$ cat src/urxtx_pkg.sv
/*
 * urxtx_pkg: register offsets, field positions, reset values, mode codes
 * and carrier types of the serial transmit/receive block.
 * Assumes a 12-bit byte-wide register port; offsets are the printed ones.
 */
package urxtx_pkg;

   // register offsets on the plain register port
   localparam logic [11:0] URXTX_DATA_ADDR  = 12'hF40; // tx write / rx read
   localparam logic [11:0] URXTX_STAT0_ADDR = 12'hF41; // main status
   localparam logic [11:0] URXTX_CTL0_ADDR  = 12'hF42; // line control
   localparam logic [11:0] URXTX_CTL1_ADDR  = 12'hF43; // multiprocessor control
   localparam logic [11:0] URXTX_STAT1_ADDR = 12'hF44; // extended status
   localparam logic [11:0] URXTX_ACMP_ADDR  = 12'hF45; // address compare
   localparam logic [11:0] URXTX_BRH_ADDR   = 12'hF46; // baud divisor high
   localparam logic [11:0] URXTX_BRL_ADDR   = 12'hF47; // baud divisor low

   // reset values
   localparam logic [7:0] URXTX_CTL0_RST = 8'h00;
   localparam logic [7:0] URXTX_CTL1_RST = 8'h00;
   localparam logic [7:0] URXTX_ACMP_RST = 8'h00;
   localparam logic [7:0] URXTX_BRH_RST  = 8'hFF;
   localparam logic [7:0] URXTX_BRL_RST  = 8'hFF;

   // main status bit positions
   localparam int URXTX_ST0_RX_AVAIL = 7;
   localparam int URXTX_ST0_PARITY   = 6;
   localparam int URXTX_ST0_OVERRUN  = 5;
   localparam int URXTX_ST0_FRAMING  = 4;
   localparam int URXTX_ST0_BREAK    = 3;
   localparam int URXTX_ST0_TX_EMPTY = 2;
   localparam int URXTX_ST0_TX_IDLE  = 1;
   localparam int URXTX_ST0_CTS      = 0;
   // extended status bit positions
   localparam int URXTX_ST1_NEW_FRAME = 1;
   localparam int URXTX_ST1_MP_RX     = 0;

   // multiprocessor mode field codes
   localparam logic [1:0] URXTX_MPM_ALL        = 2'h0; // every byte
   localparam logic [1:0] URXTX_MPM_ADDR_ONLY  = 2'h1; // address bytes only
   localparam logic [1:0] URXTX_MPM_MATCH_DATA = 2'h2; // data after own address
   localparam logic [1:0] URXTX_MPM_MATCH_ALL  = 2'h3; // own address and its data

   // timing: sixteen oversample ticks per bit
   localparam logic [3:0] URXTX_OVS_LAST  = 4'hF;
   localparam logic [3:0] URXTX_OVS_MID   = 4'h7;
   localparam logic [3:0] URXTX_TX_BASE   = 4'hA; // start + 8 data + 1 stop
   localparam logic [3:0] URXTX_DATA_BITS = 4'h8;

   typedef struct packed {
      logic transmit_enable;
      logic receive_enable;
      logic clear_to_send_gate;
      logic parity_enable;
      logic parity_odd;
      logic send_break;
      logic two_stop;
      logic loopback;
   } urxtx_ctl0_t;

   typedef struct packed {
      logic [1:0] multiprocessor_mode_field;
      logic       multiprocessor_enable;
      logic       multiprocessor_bit_transmit;
      logic [1:0] spare;
      logic       rx_data_irq_off;
      logic       tx_irq_en;
   } urxtx_ctl1_t;

   typedef struct packed {
      logic        wr;    // write strobe
      logic        rd;    // read strobe
      logic [11:0] addr;  // byte offset
      logic [7:0]  wdata; // write data
   } urxtx_bus_req_t;

   typedef enum logic [1:0] {
      URXTX_RX_IDLE,
      URXTX_RX_START,
      URXTX_RX_BITS,
      URXTX_RX_STOP
   } urxtx_rx_state_t;

endpackage : urxtx_pkg

$ cat src/urxtx_top.sv
/*
 * urxtx_top: asynchronous serial transmitter and receiver with its
 * register file, overrun handling and 9-bit multiprocessor signalling.
 * Assumes one 100 MHz clock, an active-low asynchronous reset, a register
 * master on the same clock, and rxd / cts_n coming from pins.
 */
`timescale 1ns/1ps

module urxtx_top
   import urxtx_pkg::*;
(
   input  wire logic           ref_clk,
   input  wire logic           resetn,
   input  wire urxtx_bus_req_t bus_req,
   output logic [7:0]          rd_data_q,
   input  wire logic           rxd,
   input  wire logic           cts_n,
   output logic                txd_q,
   output logic                tx_irq_q,
   output logic                rx_irq_q
);

   // pin synchronisers
   logic rxd_s1_q, rxd_s2_q, cts_s1_q, cts_s2_q;
   // configuration registers
   urxtx_ctl0_t ctl0_q;        // line control
   urxtx_ctl1_t ctl1_q;        // multiprocessor control
   logic [7:0]  acmp_q;        // own address
   logic [15:0] brg_q;         // oversample divisor
   logic [15:0] div_cnt_q;     // divisor count-down
   // transmitter
   logic [7:0]  tdr_q;         // transmit data
   logic        tdre_q;        // transmit data empty
   logic [11:0] tx_sh_q;       // frame shifter, lsb first
   logic [3:0]  tx_left_q;     // bits left in frame
   logic [3:0]  tx_ovs_q;      // tick within bit
   // receiver
   urxtx_rx_state_t rx_state_q;
   logic [3:0]  rx_ovs_q;      // tick within bit
   logic [3:0]  rx_cnt_q;      // bits taken
   logic [8:0]  rx_sh_q;       // incoming bits
   logic        rx_prev_q;     // line a cycle back, for start edges
   logic [7:0]  rdr_q;         // receive data
   logic        rda_q;         // receive data available
   logic        fe_q, pe_q;    // framing / parity with held byte
   logic        ovr_pend_q;    // overrun not yet shown
   logic        brk_pend_q;    // break behind hidden overrun
   logic        ovr_vis_q;     // overrun shown
   logic        brk_vis_q;     // break shown
   logic        new_frame_q;   // first data byte after an address
   logic        frame_pend_q;  // address seen, data byte awaited
   logic        mp_rx_q;       // last multiprocessor bit
   logic        matched_q;     // last address was ours
   logic        irq_ok_q;      // held byte may raise data request

   // register port decode
   wire wr_hit   = bus_req.wr;
   wire rd_dat   = bus_req.rd && (bus_req.addr == URXTX_DATA_ADDR);
   wire wr_dat   = wr_hit && (bus_req.addr == URXTX_DATA_ADDR);
   wire wr_ctl0  = wr_hit && (bus_req.addr == URXTX_CTL0_ADDR);
   wire wr_ctl1  = wr_hit && (bus_req.addr == URXTX_CTL1_ADDR);
   wire wr_acmp  = wr_hit && (bus_req.addr == URXTX_ACMP_ADDR);
   wire wr_brh   = wr_hit && (bus_req.addr == URXTX_BRH_ADDR);
   wire wr_brl   = wr_hit && (bus_req.addr == URXTX_BRL_ADDR);

   // oversample tick; a zero divisor runs at full clock rate
   // a divisor write restarts the count, else the reset divisor stalls it for ages
   wire        brg_wr     = wr_brh || wr_brl;
   wire        tick       = (div_cnt_q == 16'h0000);
   wire [15:0] div_reload = (brg_q == 16'h0000) ? 16'h0000 : brg_q - 16'h0001;
   wire [15:0] div_cnt_d  = brg_wr ? 16'h0000 : tick ? div_reload : div_cnt_q - 16'h0001;

   // mode decode
   wire mp_on    = ctl1_q.multiprocessor_enable;
   wire par_on   = ctl0_q.parity_enable && !mp_on;
   wire extra_on = mp_on || par_on;                              // ninth bit present

   // transmit side
   wire        tx_busy  = (tx_left_q != 4'h0);
   wire        tx_run   = ctl0_q.transmit_enable &&
                          (!ctl0_q.clear_to_send_gate || !cts_s2_q);
   wire        tx_load  = !tx_busy && !tdre_q && tx_run;
   wire        tx_ebit  = mp_on ? ctl1_q.multiprocessor_bit_transmit
                                : (^tdr_q ^ ctl0_q.parity_odd);
   wire [11:0] tx_frame = extra_on ? {2'b11, tx_ebit, tdr_q, 1'b0}
                                   : {3'b111, tdr_q, 1'b0};
   wire [3:0]  tx_len   = URXTX_TX_BASE + {3'h0, extra_on} + {3'h0, ctl0_q.two_stop};
   wire        tx_shift = tx_busy && tick && (tx_ovs_q == URXTX_OVS_LAST);
   wire        txd_d    = !ctl0_q.send_break && (tx_busy ? tx_sh_q[0] : 1'b1);

   // receive side; loopback feeds our own line back in
   wire       rx_line  = ctl0_q.loopback ? txd_q : rxd_s2_q;
   wire [3:0] rx_nbits = URXTX_DATA_BITS + {3'h0, extra_on};
   wire       rx_mid   = tick && (rx_ovs_q == URXTX_OVS_MID);
   wire       rx_fall  = rx_prev_q && !rx_line;  // a line held low by a break never restarts
   wire       rx_end   = tick && (rx_ovs_q == URXTX_OVS_LAST);
   wire       rx_done  = (rx_state_q == URXTX_RX_STOP) && rx_end;
   wire [7:0] rx_byte  = extra_on ? rx_sh_q[7:0] : rx_sh_q[8:1];
   wire       rx_xbit  = extra_on && rx_sh_q[8];
   wire       rx_fe    = !rx_line;
   wire       rx_brk   = !rx_line && (rx_sh_q == 9'h000);
   wire       rx_pe    = par_on && (^rx_byte ^ rx_sh_q[8] ^ ctl0_q.parity_odd);
   wire       rx_addr  = mp_on && rx_xbit;                          // address byte
   wire       rx_match = rx_addr && (rx_byte == acmp_q);

   // data request gating in multiprocessor mode
   logic rx_irq_ok;
   always_comb begin
      rx_irq_ok = 1'b1;
      if (mp_on) begin
         unique case (ctl1_q.multiprocessor_mode_field)
            URXTX_MPM_ALL:        rx_irq_ok = 1'b1;
            URXTX_MPM_ADDR_ONLY:  rx_irq_ok = rx_addr;
            URXTX_MPM_MATCH_DATA: rx_irq_ok = !rx_addr && matched_q;
            URXTX_MPM_MATCH_ALL:  rx_irq_ok = rx_addr ? rx_match : matched_q;
         endcase
      end
   end

   // a read that empties the register makes room in the same cycle
   wire rda_kept   = rda_q && !(rd_dat && !ovr_pend_q);
   wire rx_store   = rx_done && !rda_kept;
   wire rx_overrun = rx_done && rda_kept;

   // status views
   wire [7:0] stat0 = {rda_q, pe_q, ovr_vis_q, fe_q, brk_vis_q,
                       tdre_q, !tx_busy, !cts_s2_q};
   wire [7:0] stat1 = {6'h00, new_frame_q, mp_rx_q};
   wire [7:0] rd_mux =
      (bus_req.addr == URXTX_DATA_ADDR)  ? rdr_q :
      (bus_req.addr == URXTX_STAT0_ADDR) ? stat0 :
      (bus_req.addr == URXTX_CTL0_ADDR)  ? ctl0_q :
      (bus_req.addr == URXTX_CTL1_ADDR)  ? ctl1_q :
      (bus_req.addr == URXTX_STAT1_ADDR) ? stat1 :
      (bus_req.addr == URXTX_ACMP_ADDR)  ? acmp_q :
      (bus_req.addr == URXTX_BRH_ADDR)   ? brg_q[15:8] :
      (bus_req.addr == URXTX_BRL_ADDR)   ? brg_q[7:0] : 8'h00;

   // requests from the status held in flops
   wire rx_irq_d = (rda_q && irq_ok_q && !ctl1_q.rx_data_irq_off)
                   || ovr_vis_q || fe_q || brk_vis_q;
   wire tx_irq_d = ctl1_q.tx_irq_en && ctl0_q.transmit_enable && tdre_q;

   // two-stage pin synchronisers, first stage read only by the second
   always_ff @(posedge ref_clk or negedge resetn) begin
      if (!resetn) begin
         {rxd_s1_q, rxd_s2_q, cts_s1_q, cts_s2_q} <= 4'hF;
      end else begin
         {rxd_s2_q, rxd_s1_q} <= {rxd_s1_q, rxd};
         {cts_s2_q, cts_s1_q} <= {cts_s1_q, cts_n};
      end
   end

   // register file and read port; data stand one cycle only
   always_ff @(posedge ref_clk or negedge resetn) begin
      if (!resetn) begin
         ctl0_q    <= urxtx_ctl0_t'(URXTX_CTL0_RST);
         ctl1_q    <= urxtx_ctl1_t'(URXTX_CTL1_RST);
         acmp_q    <= URXTX_ACMP_RST;
         brg_q     <= {URXTX_BRH_RST, URXTX_BRL_RST};
         div_cnt_q <= 16'h0000;
         rd_data_q <= 8'h00;
      end else begin
         if (wr_ctl0) ctl0_q <= urxtx_ctl0_t'(bus_req.wdata);
         if (wr_ctl1) ctl1_q <= urxtx_ctl1_t'(bus_req.wdata);
         if (wr_acmp) acmp_q <= bus_req.wdata;
         if (wr_brh)  brg_q[15:8] <= bus_req.wdata;
         if (wr_brl)  brg_q[7:0]  <= bus_req.wdata;
         div_cnt_q <= div_cnt_d;
         rd_data_q <= bus_req.rd ? rd_mux : 8'h00;
      end
   end

   // transmitter: holding byte, frame shifter, line driver
   // a frame already started finishes even if clear-to-send drops
   always_ff @(posedge ref_clk or negedge resetn) begin
      if (!resetn) begin
         tdr_q     <= 8'h00;
         tdre_q    <= 1'b1;
         tx_sh_q   <= 12'hFFF;
         tx_left_q <= 4'h0;
         tx_ovs_q  <= 4'h0;
         txd_q     <= 1'b1;
         tx_irq_q  <= 1'b0;
      end else begin
         if (wr_dat) tdr_q <= bus_req.wdata;
         // a fresh write keeps the holder full even while the old byte loads
         if (wr_dat) tdre_q <= 1'b0;
         else if (tx_load) tdre_q <= 1'b1;
         if (tx_load) begin
            tx_sh_q   <= tx_frame;
            tx_left_q <= tx_len;
            tx_ovs_q  <= 4'h0;
         end else if (tx_busy && tick) begin
            tx_ovs_q <= tx_ovs_q + 4'h1;
            if (tx_shift) begin
               tx_sh_q   <= {1'b1, tx_sh_q[11:1]};
               tx_left_q <= tx_left_q - 4'h1;
            end
         end
         txd_q    <= txd_d;
         tx_irq_q <= tx_irq_d;
      end
   end

   // receiver bit engine: mid-bit sampling on the oversample tick
   always_ff @(posedge ref_clk or negedge resetn) begin
      if (!resetn) begin
         rx_state_q <= URXTX_RX_IDLE;
         rx_ovs_q   <= 4'h0;
         rx_cnt_q   <= 4'h0;
         rx_sh_q    <= 9'h000;
         rx_prev_q  <= 1'b1;
      end else begin
         rx_prev_q  <= rx_line;
         if (tick) rx_ovs_q <= rx_ovs_q + 4'h1;
         unique case (rx_state_q)
            URXTX_RX_IDLE: if (ctl0_q.receive_enable && rx_fall) begin
               rx_state_q <= URXTX_RX_START;
               rx_ovs_q   <= 4'h0;
               rx_sh_q    <= 9'h000;
            end
            // false start: a glitch shorter than half a bit is dropped
            URXTX_RX_START: if (rx_mid) begin
               rx_state_q <= rx_line ? URXTX_RX_IDLE : URXTX_RX_BITS;
               rx_ovs_q   <= 4'h0;
               rx_cnt_q   <= 4'h0;
            end
            URXTX_RX_BITS: if (rx_end) begin
               rx_sh_q  <= {rx_line, rx_sh_q[8:1]};
               rx_cnt_q <= rx_cnt_q + 4'h1;
               if (rx_cnt_q == rx_nbits - 4'h1) rx_state_q <= URXTX_RX_STOP;
            end
            URXTX_RX_STOP: if (rx_end) rx_state_q <= URXTX_RX_IDLE;
         endcase
      end
   end

   // receive data register and its status; the arriving byte wins over a read
   always_ff @(posedge ref_clk or negedge resetn) begin
      if (!resetn) begin
         rdr_q <= 8'h00;
         {rda_q, fe_q, pe_q, ovr_pend_q, brk_pend_q} <= 5'h00;
         {ovr_vis_q, brk_vis_q, new_frame_q, frame_pend_q} <= 4'h0;
         {mp_rx_q, matched_q, irq_ok_q, rx_irq_q} <= 4'h0;
      end else begin
         if (rd_dat) begin
            new_frame_q <= 1'b0;
            mp_rx_q     <= 1'b0;
            if (ovr_pend_q) begin
               ovr_vis_q  <= 1'b1;
               brk_vis_q  <= brk_pend_q;
               ovr_pend_q <= 1'b0;
               brk_pend_q <= 1'b0;
            end else begin
               {rda_q, fe_q, pe_q} <= 3'h0;
               {ovr_vis_q, brk_vis_q} <= 2'h0;
            end
         end
         if (rx_overrun) begin
            ovr_pend_q <= 1'b1;
            brk_pend_q <= brk_pend_q || rx_brk;
         end
         if (rx_store) begin
            rdr_q     <= rx_byte;
            rda_q     <= 1'b1;
            fe_q      <= rx_fe;
            pe_q      <= rx_pe;
            brk_vis_q <= rx_brk;
            mp_rx_q   <= rx_xbit;
            irq_ok_q  <= rx_irq_ok;
            new_frame_q  <= !rx_addr && frame_pend_q;
            frame_pend_q <= rx_addr || (frame_pend_q && !mp_on);
         end
         if (rx_done && rx_addr) matched_q <= rx_match;
         rx_irq_q <= rx_irq_d;
      end
   end
endmodule : urxtx_top
$ cat config.mk
export PLATFORM = sky130hd
export DESIGN_NAME = urxtx_top
export DESIGN_NICKNAME = d
export VERILOG_FILES = /design/src/urxtx_pkg.sv /design/src/urxtx_top.sv
export SDC_FILE = /design/constraint.sdc
export NUM_CORES = 1
export LEC_CHECK = 0
export ABC_CLOCK_PERIOD_IN_PS = 2870
export BUFFER_PORTS_ARGS = -buffer_cell sky130_fd_sc_hd__buf_2
export CORE_MARGIN = 3
export CORE_UTILIZATION = 62
export CTS_CLUSTER_SIZE = 8
export DETAILED_ROUTE_END_ITERATION = 10
export PLACE_DENSITY = 0.85
export SYNTH_ARGS = -nofsm -noshare
export SYNTH_HDL_FRONTEND = slang
export SYNTH_SLANG_ARGS = --single-unit
$ cat constraint.sdc
create_clock -name ref_clk -period 2.87 [get_ports ref_clk]
set_input_delay 0.4305 -clock ref_clk [delete_from_list [all_inputs] [get_ports ref_clk]]
set_output_delay 0.4305 -clock ref_clk [all_outputs]
set_load 0.01 [all_outputs]
Word-level counts from Yosys, hierarchy flattened
Index checks and enable logic that the tools add are counted.
Widths: inputs -> output; s select.
{"block": "classes", "n_addsub": 10, "n_eq_ne": 25, "mux": 63, "bitwise": 3, "n_reduce_logical": 78}
{"operator": "$eq 12x12->1 const B", "n": 8}
{"operator": "$mux 8", "n": 10}
{"operator": "$mux 16", "n": 3}
{"operator": "$mux 4", "n": 10}
{"operator": "$logic_and 1x1->1", "n": 36}
{"operator": "$mux 12", "n": 3}
{"operator": "$logic_not 16->1", "n": 2}
{"operator": "$sub 16x1->16 const B", "n": 2}
{"operator": "$mux 1", "n": 23}
{"operator": "$mux 9", "n": 2}
{"operator": "$pmux 9 s2", "n": 1}
{"operator": "$pmux 4 s2", "n": 2}
{"operator": "$reduce_bool 2->1", "n": 8}
{"operator": "$reduce_xor 8->1", "n": 2}
{"operator": "$add 4x1->4 const B", "n": 3}
{"operator": "$logic_not 1->1", "n": 12}
{"operator": "$mux 2", "n": 6}
{"operator": "$mux 10", "n": 1}
{"operator": "$ne 2x2->1 const B", "n": 5}
{"operator": "$logic_not 9->1", "n": 1}
{"operator": "$add 4x1->4 const A", "n": 2}
{"operator": "$eq 2x2->1 const B", "n": 4}
{"operator": "$eq 4x4->1 const B", "n": 2}
{"operator": "$eq 8x8->1", "n": 1}
{"operator": "15 further kinds", "n": 30}
{"block": "totals", "reg_bits": 140, "input_bits": 26, "elab_cells": 228, "out_inout_bits": 11}

Logic depth before layout (Yosys ltp)
{"block": "logic_depth", "word_depth": 10, "depth_mapped": 9, "mapped_depth_nobuf": 7}

Worst setup path before layout
No wires, ideal clock.
{"block": "synth_timing", "kind": "reg2reg", "from": "reg tx_left_q[0]", "to": "reg tx_left_q[0]", "setup_slack_ps": 681, "path_stages_with_launch": 9, "t_arrival_ps": 2063, "synth_period_minus_slack_ps": 2189, "setup_ps": 126, "required_ps": 2744, "n_path_buf": 1, "cell_sequence": "dfrtp_1 -> inv_1 -> ha_1 -> nor3b_1 -> nor3_1 -> nand3_1 -> buf_2 -> nor2_1 -> a221o_1"}
{"block": "synth_via", "elab_chain_cells": 6, "elab_cells_between_ends": 13, "cone_classes": "add/sub (1); mux (3); reduce/logical (9)"}
{"element": "start: declaration", "line_no": "urxtx_top.sv:35", "source": "logic [3:0] tx_left_q;"}
{"element": "start signal: assignment", "line_no": "urxtx_top.sv:192", "source": "tx_left_q <= tx_len;"}
{"element": "start signal: assignment", "line_no": "urxtx_top.sv:198", "source": "tx_left_q <= tx_left_q - 4'h1;"}
{"element": "parallel branches: the longest is 6 deep, another holds $sub 4x1->4"}
Parallel ways; which one is timed is not known. The select of a mux whose other input is x is not followed.
A chain may end at the register's enable or synchronous reset.

Worst setup path in the final report
{"block": "layout_timing", "from": "reg ctl1_q (netlist bit mp_on)", "to": "reg irq_ok_q"}
{"block": "layout_via", "elab_chain_cells": 9, "elab_cells_between_ends": 13, "cone_classes": "eq/ne (1); mux (4); reduce/logical (8)"}
{"element": "start: declaration", "line_no": "urxtx_top.sv:27", "source": "urxtx_ctl1_t ctl1_q;"}
{"element": "start signal: assignment", "line_no": "urxtx_top.sv:158", "source": "ctl1_q <= urxtx_ctl1_t'(URXTX_CTL1_RST);"}
{"element": "start signal: assignment", "line_no": "urxtx_top.sv:165", "source": "if (wr_ctl1) ctl1_q <= urxtx_ctl1_t'(bus_req.wdata);"}
{"element": "$logic_not 1->1", "line_no": "urxtx_top.sv:75", "source": "wire par_on = ctl0_q.parity_enable && !mp_on;"}
{"element": "$logic_and 1x1->1", "line_no": "urxtx_top.sv:75"}
{"element": "$logic_or 1x1->1", "line_no": "urxtx_top.sv:76", "source": "wire extra_on = mp_on || par_on;"}
{"element": "$mux 8 / $logic_and 1x1->1 (equally long branches)", "line_no": "urxtx_top.sv:98, urxtx_top.sv:99"}
{"element": "$eq 8x8->1 / $logic_and 1x1->1 (equally long branches)", "line_no": "urxtx_top.sv:104, urxtx_top.sv:103"}
{"element": "$logic_and 1x1->1 / $logic_not 1->1 (equally long branches)", "line_no": "urxtx_top.sv:104, urxtx_top.sv:114"}
{"element": "$mux 1 / $logic_and 1x1->1 (equally long branches)", "line_no": "urxtx_top.sv:115, urxtx_top.sv:114"}
{"element": "$pmux 1 s4", "line_no": "urxtx_top.sv:111", "source": "unique case (ctl1_q.multiprocessor_mode_field)"}
{"element": "$mux 1 (*)", "line_no": "urxtx_top.sv:110", "source": "if (mp_on) begin"}
{"element": "end signal: assignment", "line_no": "urxtx_top.sv:271", "source": "irq_ok_q <= rx_irq_ok;"}
{"element": "end: declaration", "line_no": "urxtx_top.sv:54", "source": "logic irq_ok_q;"}
Mark *: on every way between the ends. The rest lies on a longest branch, timed or not.

==> run summary <==
At the end of routability-driven placement, the weighted congestion stood at 0.951. The clock sink total came out at 138. The data arrival time of the critical path came out at 2.91 ns.

The half-perimeter wire length after detailed placement is 14100 um. After global routing the overflow that remains totals 0. The final-stage net count came out at 809. The cell sitting at the root of the clock tree is a sky130_fd_sc_hd__clkbuf_16. The number of design rule violations left after detail routing came out at 0. The cell taking the most area after synthesis is sky130_fd_sc_hd__dfrtp_1. The area share of the leading cell type in the synthesized netlist is 35.0%. The synthesis warning total came out at 0.

The leakage dissipation came out at 0.00378 uW. The most common library cell in the layout ignoring fill and taps is sky130_fd_sc_hd__dfrtp_1. The overall power is 4540 uW. The type of element capturing the critical path is a register. Summing the sequential cell areas from Yosys gives 46.6% of the chip area.

The number of buffer cells added on primary ports is 36. The placeable core region is 11600 um2. The net count of the mapped netlist is 771.

STA puts the critical path data required time at 3.23 ns. After detailed routing, the total wire length is 20100 um. The number of clock buffers inserted by TritonCTS is 17. In the layout the commonest cells are sky130_fd_sc_hd__dfrtp_1 (105), sky130_fd_sc_hd__nand2_1 (83), sky130_fd_sc_hd__mux2_2 (53). The maximum level of the CTS H-tree came out at 4. The number of enable-type register cells in the synthesized netlist came out at 0. No sink is reached through more buffers than the 2 on the longest clock path.

The detail route stage leaves a number of antenna-violating nets equal to 0. In this run the horizontal extent of the chip is 116 um. The worst ir drop on vdd came out at 475 uV. The worst clock skew came out at 0.00805 ns. By startpoint and endpoint, the worst setup path is classified as reg -> reg. Across all register-to-register paths, the minimum setup slack is 0.31 ns. STA classifies the critical path startpoint as a register. The share of the core filled with cells came out at 73.0%. After layout, the worst setup slack is 0.313 ns. The transition time at the pin with the least slew margin came out at 0.958 ns. The final setup violation count is 0. The min-delay analysis places its worst path in the category in -> reg. The worst pin sits at a relative slew slack of 35.8%.

The flow ran to the end, and the final reports show no timing, DRC or antenna violations. The post-synthesis async set-or-reset flop share is 100%. In the final routed layout, each cell accounts on average for 21.6 um. The number of slew-limit violations in the final report was 0.

The cell row count is 39. The routed layout has 6123 vias. After synthesis, the mean cell area works out to 10.2 um2. Entering global routing, the biggest net connects 66 pins. TritonCTS built the clock tree. Once the floorplan was initialized, standard cells occupied 64.6% of the core. The hold violation total from the final report came out at 0. The die is 116 um tall. Clock-pin slew was measured on the worst setup and hold paths at 0.06 ns.

In this run, synthesis produced a sequential element count of 138. After layout, the minimum clock period comes to 2.56 ns. In this run, the number of DRC markers left after iteration 0 of detailed routing was 803. The number of fillers in the final layout is 818. The number of vias per cell came out at 6.58.

The number of different library cells in the post-synthesis netlist is 64. The number of maximum-capacitance constraint violations is 0. The number of instances in the synthesized netlist is 736. The number of placed I/O pins came out at 37.

Setup repair after global routing left no endpoint under its margin. The maximum clock rate came out at 391 MHz. Summing every instance area after synthesis gives 7500 um2. The clock latency of the later-clocked register in the worst-skew pair came out at 0.44 ns.

The number of antenna diodes in the final layout is 0. The global router's overall resource usage is 31.6%. The initial antenna violation count came out at 0.

The final critical path takes up 89.1% of the cycle. Along the worst path, the maximum fanout reaches 10. The die area came out at 13500 um2. The share of final-layout standard cells stronger than drive strength 1 came out at 24.4%. The cell area power density is 536 nW/um2. The first global-routing pass estimated 32000 um of wire.

For the final routed database, the setup TNS stands at 0 ns. For this run, the leading register cell type out of synthesis is sky130_fd_sc_hd__dfrtp_1. In the post-synthesis netlist, the biggest area contributors are sky130_fd_sc_hd__dfrtp_1 (35%), sky130_fd_sc_hd__dfstp_2 (12%), sky130_fd_sc_hd__mux2_2 (8.0%). The via count of the first global-routing pass came to 5955.

The detailed-routing iteration count for the pre-antenna-repair pass is 7. The post-placement worst setup slack came out at 0.376 ns. From synthesis to final layout, the design area changed by 13.1%.
what timing repair did:
action,CTS,global route
hold buffers,1,0
endpoints found under the hold margin,1,0
gates resized for setup,0,0
buffers inserted,0,0
cell usage after synthesis (all sizes together), types with 2 or more instances:
library cell and count:
o21a 3, nand3b 5, mux2 53, buf 7, nand4 15, dfrtp 105, and2 4, mux4 2
o41ai 2, o31ai 7, mux2i 34, xnor3 2, nand3 20, nor2 40, clkbuf 33, and3b 3
dfstp 33, nand2b 6, or3b 3, xnor2 23, a21oi 30, and4 6, nor3 22, a21boi 4
a22oi 18, nor4 16, nand2 83, a2111oi 4, and3 10, nor2b 10, or4 6, a31oi 7
o21ai 46, xor2 18, ha 9, nor4b 3, or3 2, nor3b 5, o22ai 3, inv 19
layer usage:
metal	part of all wire, %	vias to the layer above	GRT usage, %
li1	-	2738	-
met1	41	2997	42.7
met2	48	325	49.2
met3	7.9	63	7.10
met4	3.7	0	13.9
met5	0	-	0
power breakdown:
group	switching (uW)	internal, uW	total [uW]
Combinational	179	121	300
Clock	870	1290	2160
Sequential	85.2	2000	2090
worst paths after layout:
check	from	to	cells past startpoint
min in group asynchronous	resetn	rx_cnt_q[2]$_DFFE_PN0P_	2
setup reg to reg	mp_on$_DFFE_PN0P_	irq_ok_q$_DFFE_PN0P_	6
hold reg to reg	rxd_s1_q$_DFF_PN1_	rxd_s2_q$_DFF_PN1_	0
max in group asynchronous	resetn	tx_sh_q[0]$_DFFE_PN1P_	3
hold / removal	rxd	rxd_s1_q$_DFF_PN1_	1
setup / recovery	mp_on$_DFFE_PN0P_	irq_ok_q$_DFFE_PN0P_	6
area by class of cell:
| cell class | instances | area, um2 | share of cell area, % |
|---|---|---|---|
| multi-input cells | 539 | 3790 | 44.6 |
| flip-flops and latches | 138 | 3490 | 41.2 |
| clock buffers | 19 | 433 | 5.10 |
| repair buffers | 59 | 374 | 4.41 |
| well taps | 143 | 179 | 2.11 |
| clock inverters | 13 | 145 | 1.71 |
| inverters | 19 | 71.3 | 0.841 |
worst max-delay path, cell delays in order (launching register included):
cell	delay [ns]
sky130_fd_sc_hd__dfrtp_1	0.49
sky130_fd_sc_hd__nor2_1	0.43
sky130_fd_sc_hd__inv_1	0.29
sky130_fd_sc_hd__mux2i_1	0.22
sky130_fd_sc_hd__a2111oi_0	0.60
sky130_fd_sc_hd__nand4_1	0.24
sky130_fd_sc_hd__a31oi_1	0.20
registers in the layout, indices dropped and copies added, names as in the netlist, 4 cells and up, named ones only:
register and flops:
tx_left_q 4, brg_q 16, rx_ovs_q 4, tx_ovs_q 4, acmp_q 8, tdr_q 8, rx_cnt_q 4, rd_data_q 8
tx_sh_q 10, ctl1_q 7, ctl0_q 8, rx_sh_q 9, rdr_q 8, div_cnt_q 16
cells by family (layout without fill, tap and decap cells):
family / count (synthesis) / in the layout / synth area share, %
and+or+nand+nor: 263 / 263 / 19.3
DFF: 138 / 138 / 46.6
AOI/OAI and AO/OA: 134 / 134 / 11.0
muxes: 89 / 89 / 13.1
buffers and inverters: 59 / 110 / 3.04
xor gates and xnor gates: 43 / 43 / 5.39
adders and majority gates: 10 / 10 / 1.63
per-stage QoR:
step / instance area, um2 / cells / hold slack (ns)
floorplan: 7500 / 736 / 0.135
global placement: 7900 / 897 / 0.346
detailed placement: 7900 / 897 / 0.347
CTS: 8480 / 930 / 0.0823
global route: 8480 / 930 / 0.0832
finish: 8480 / 930 / 0.0869
Power figures use the tool's default switching activity.
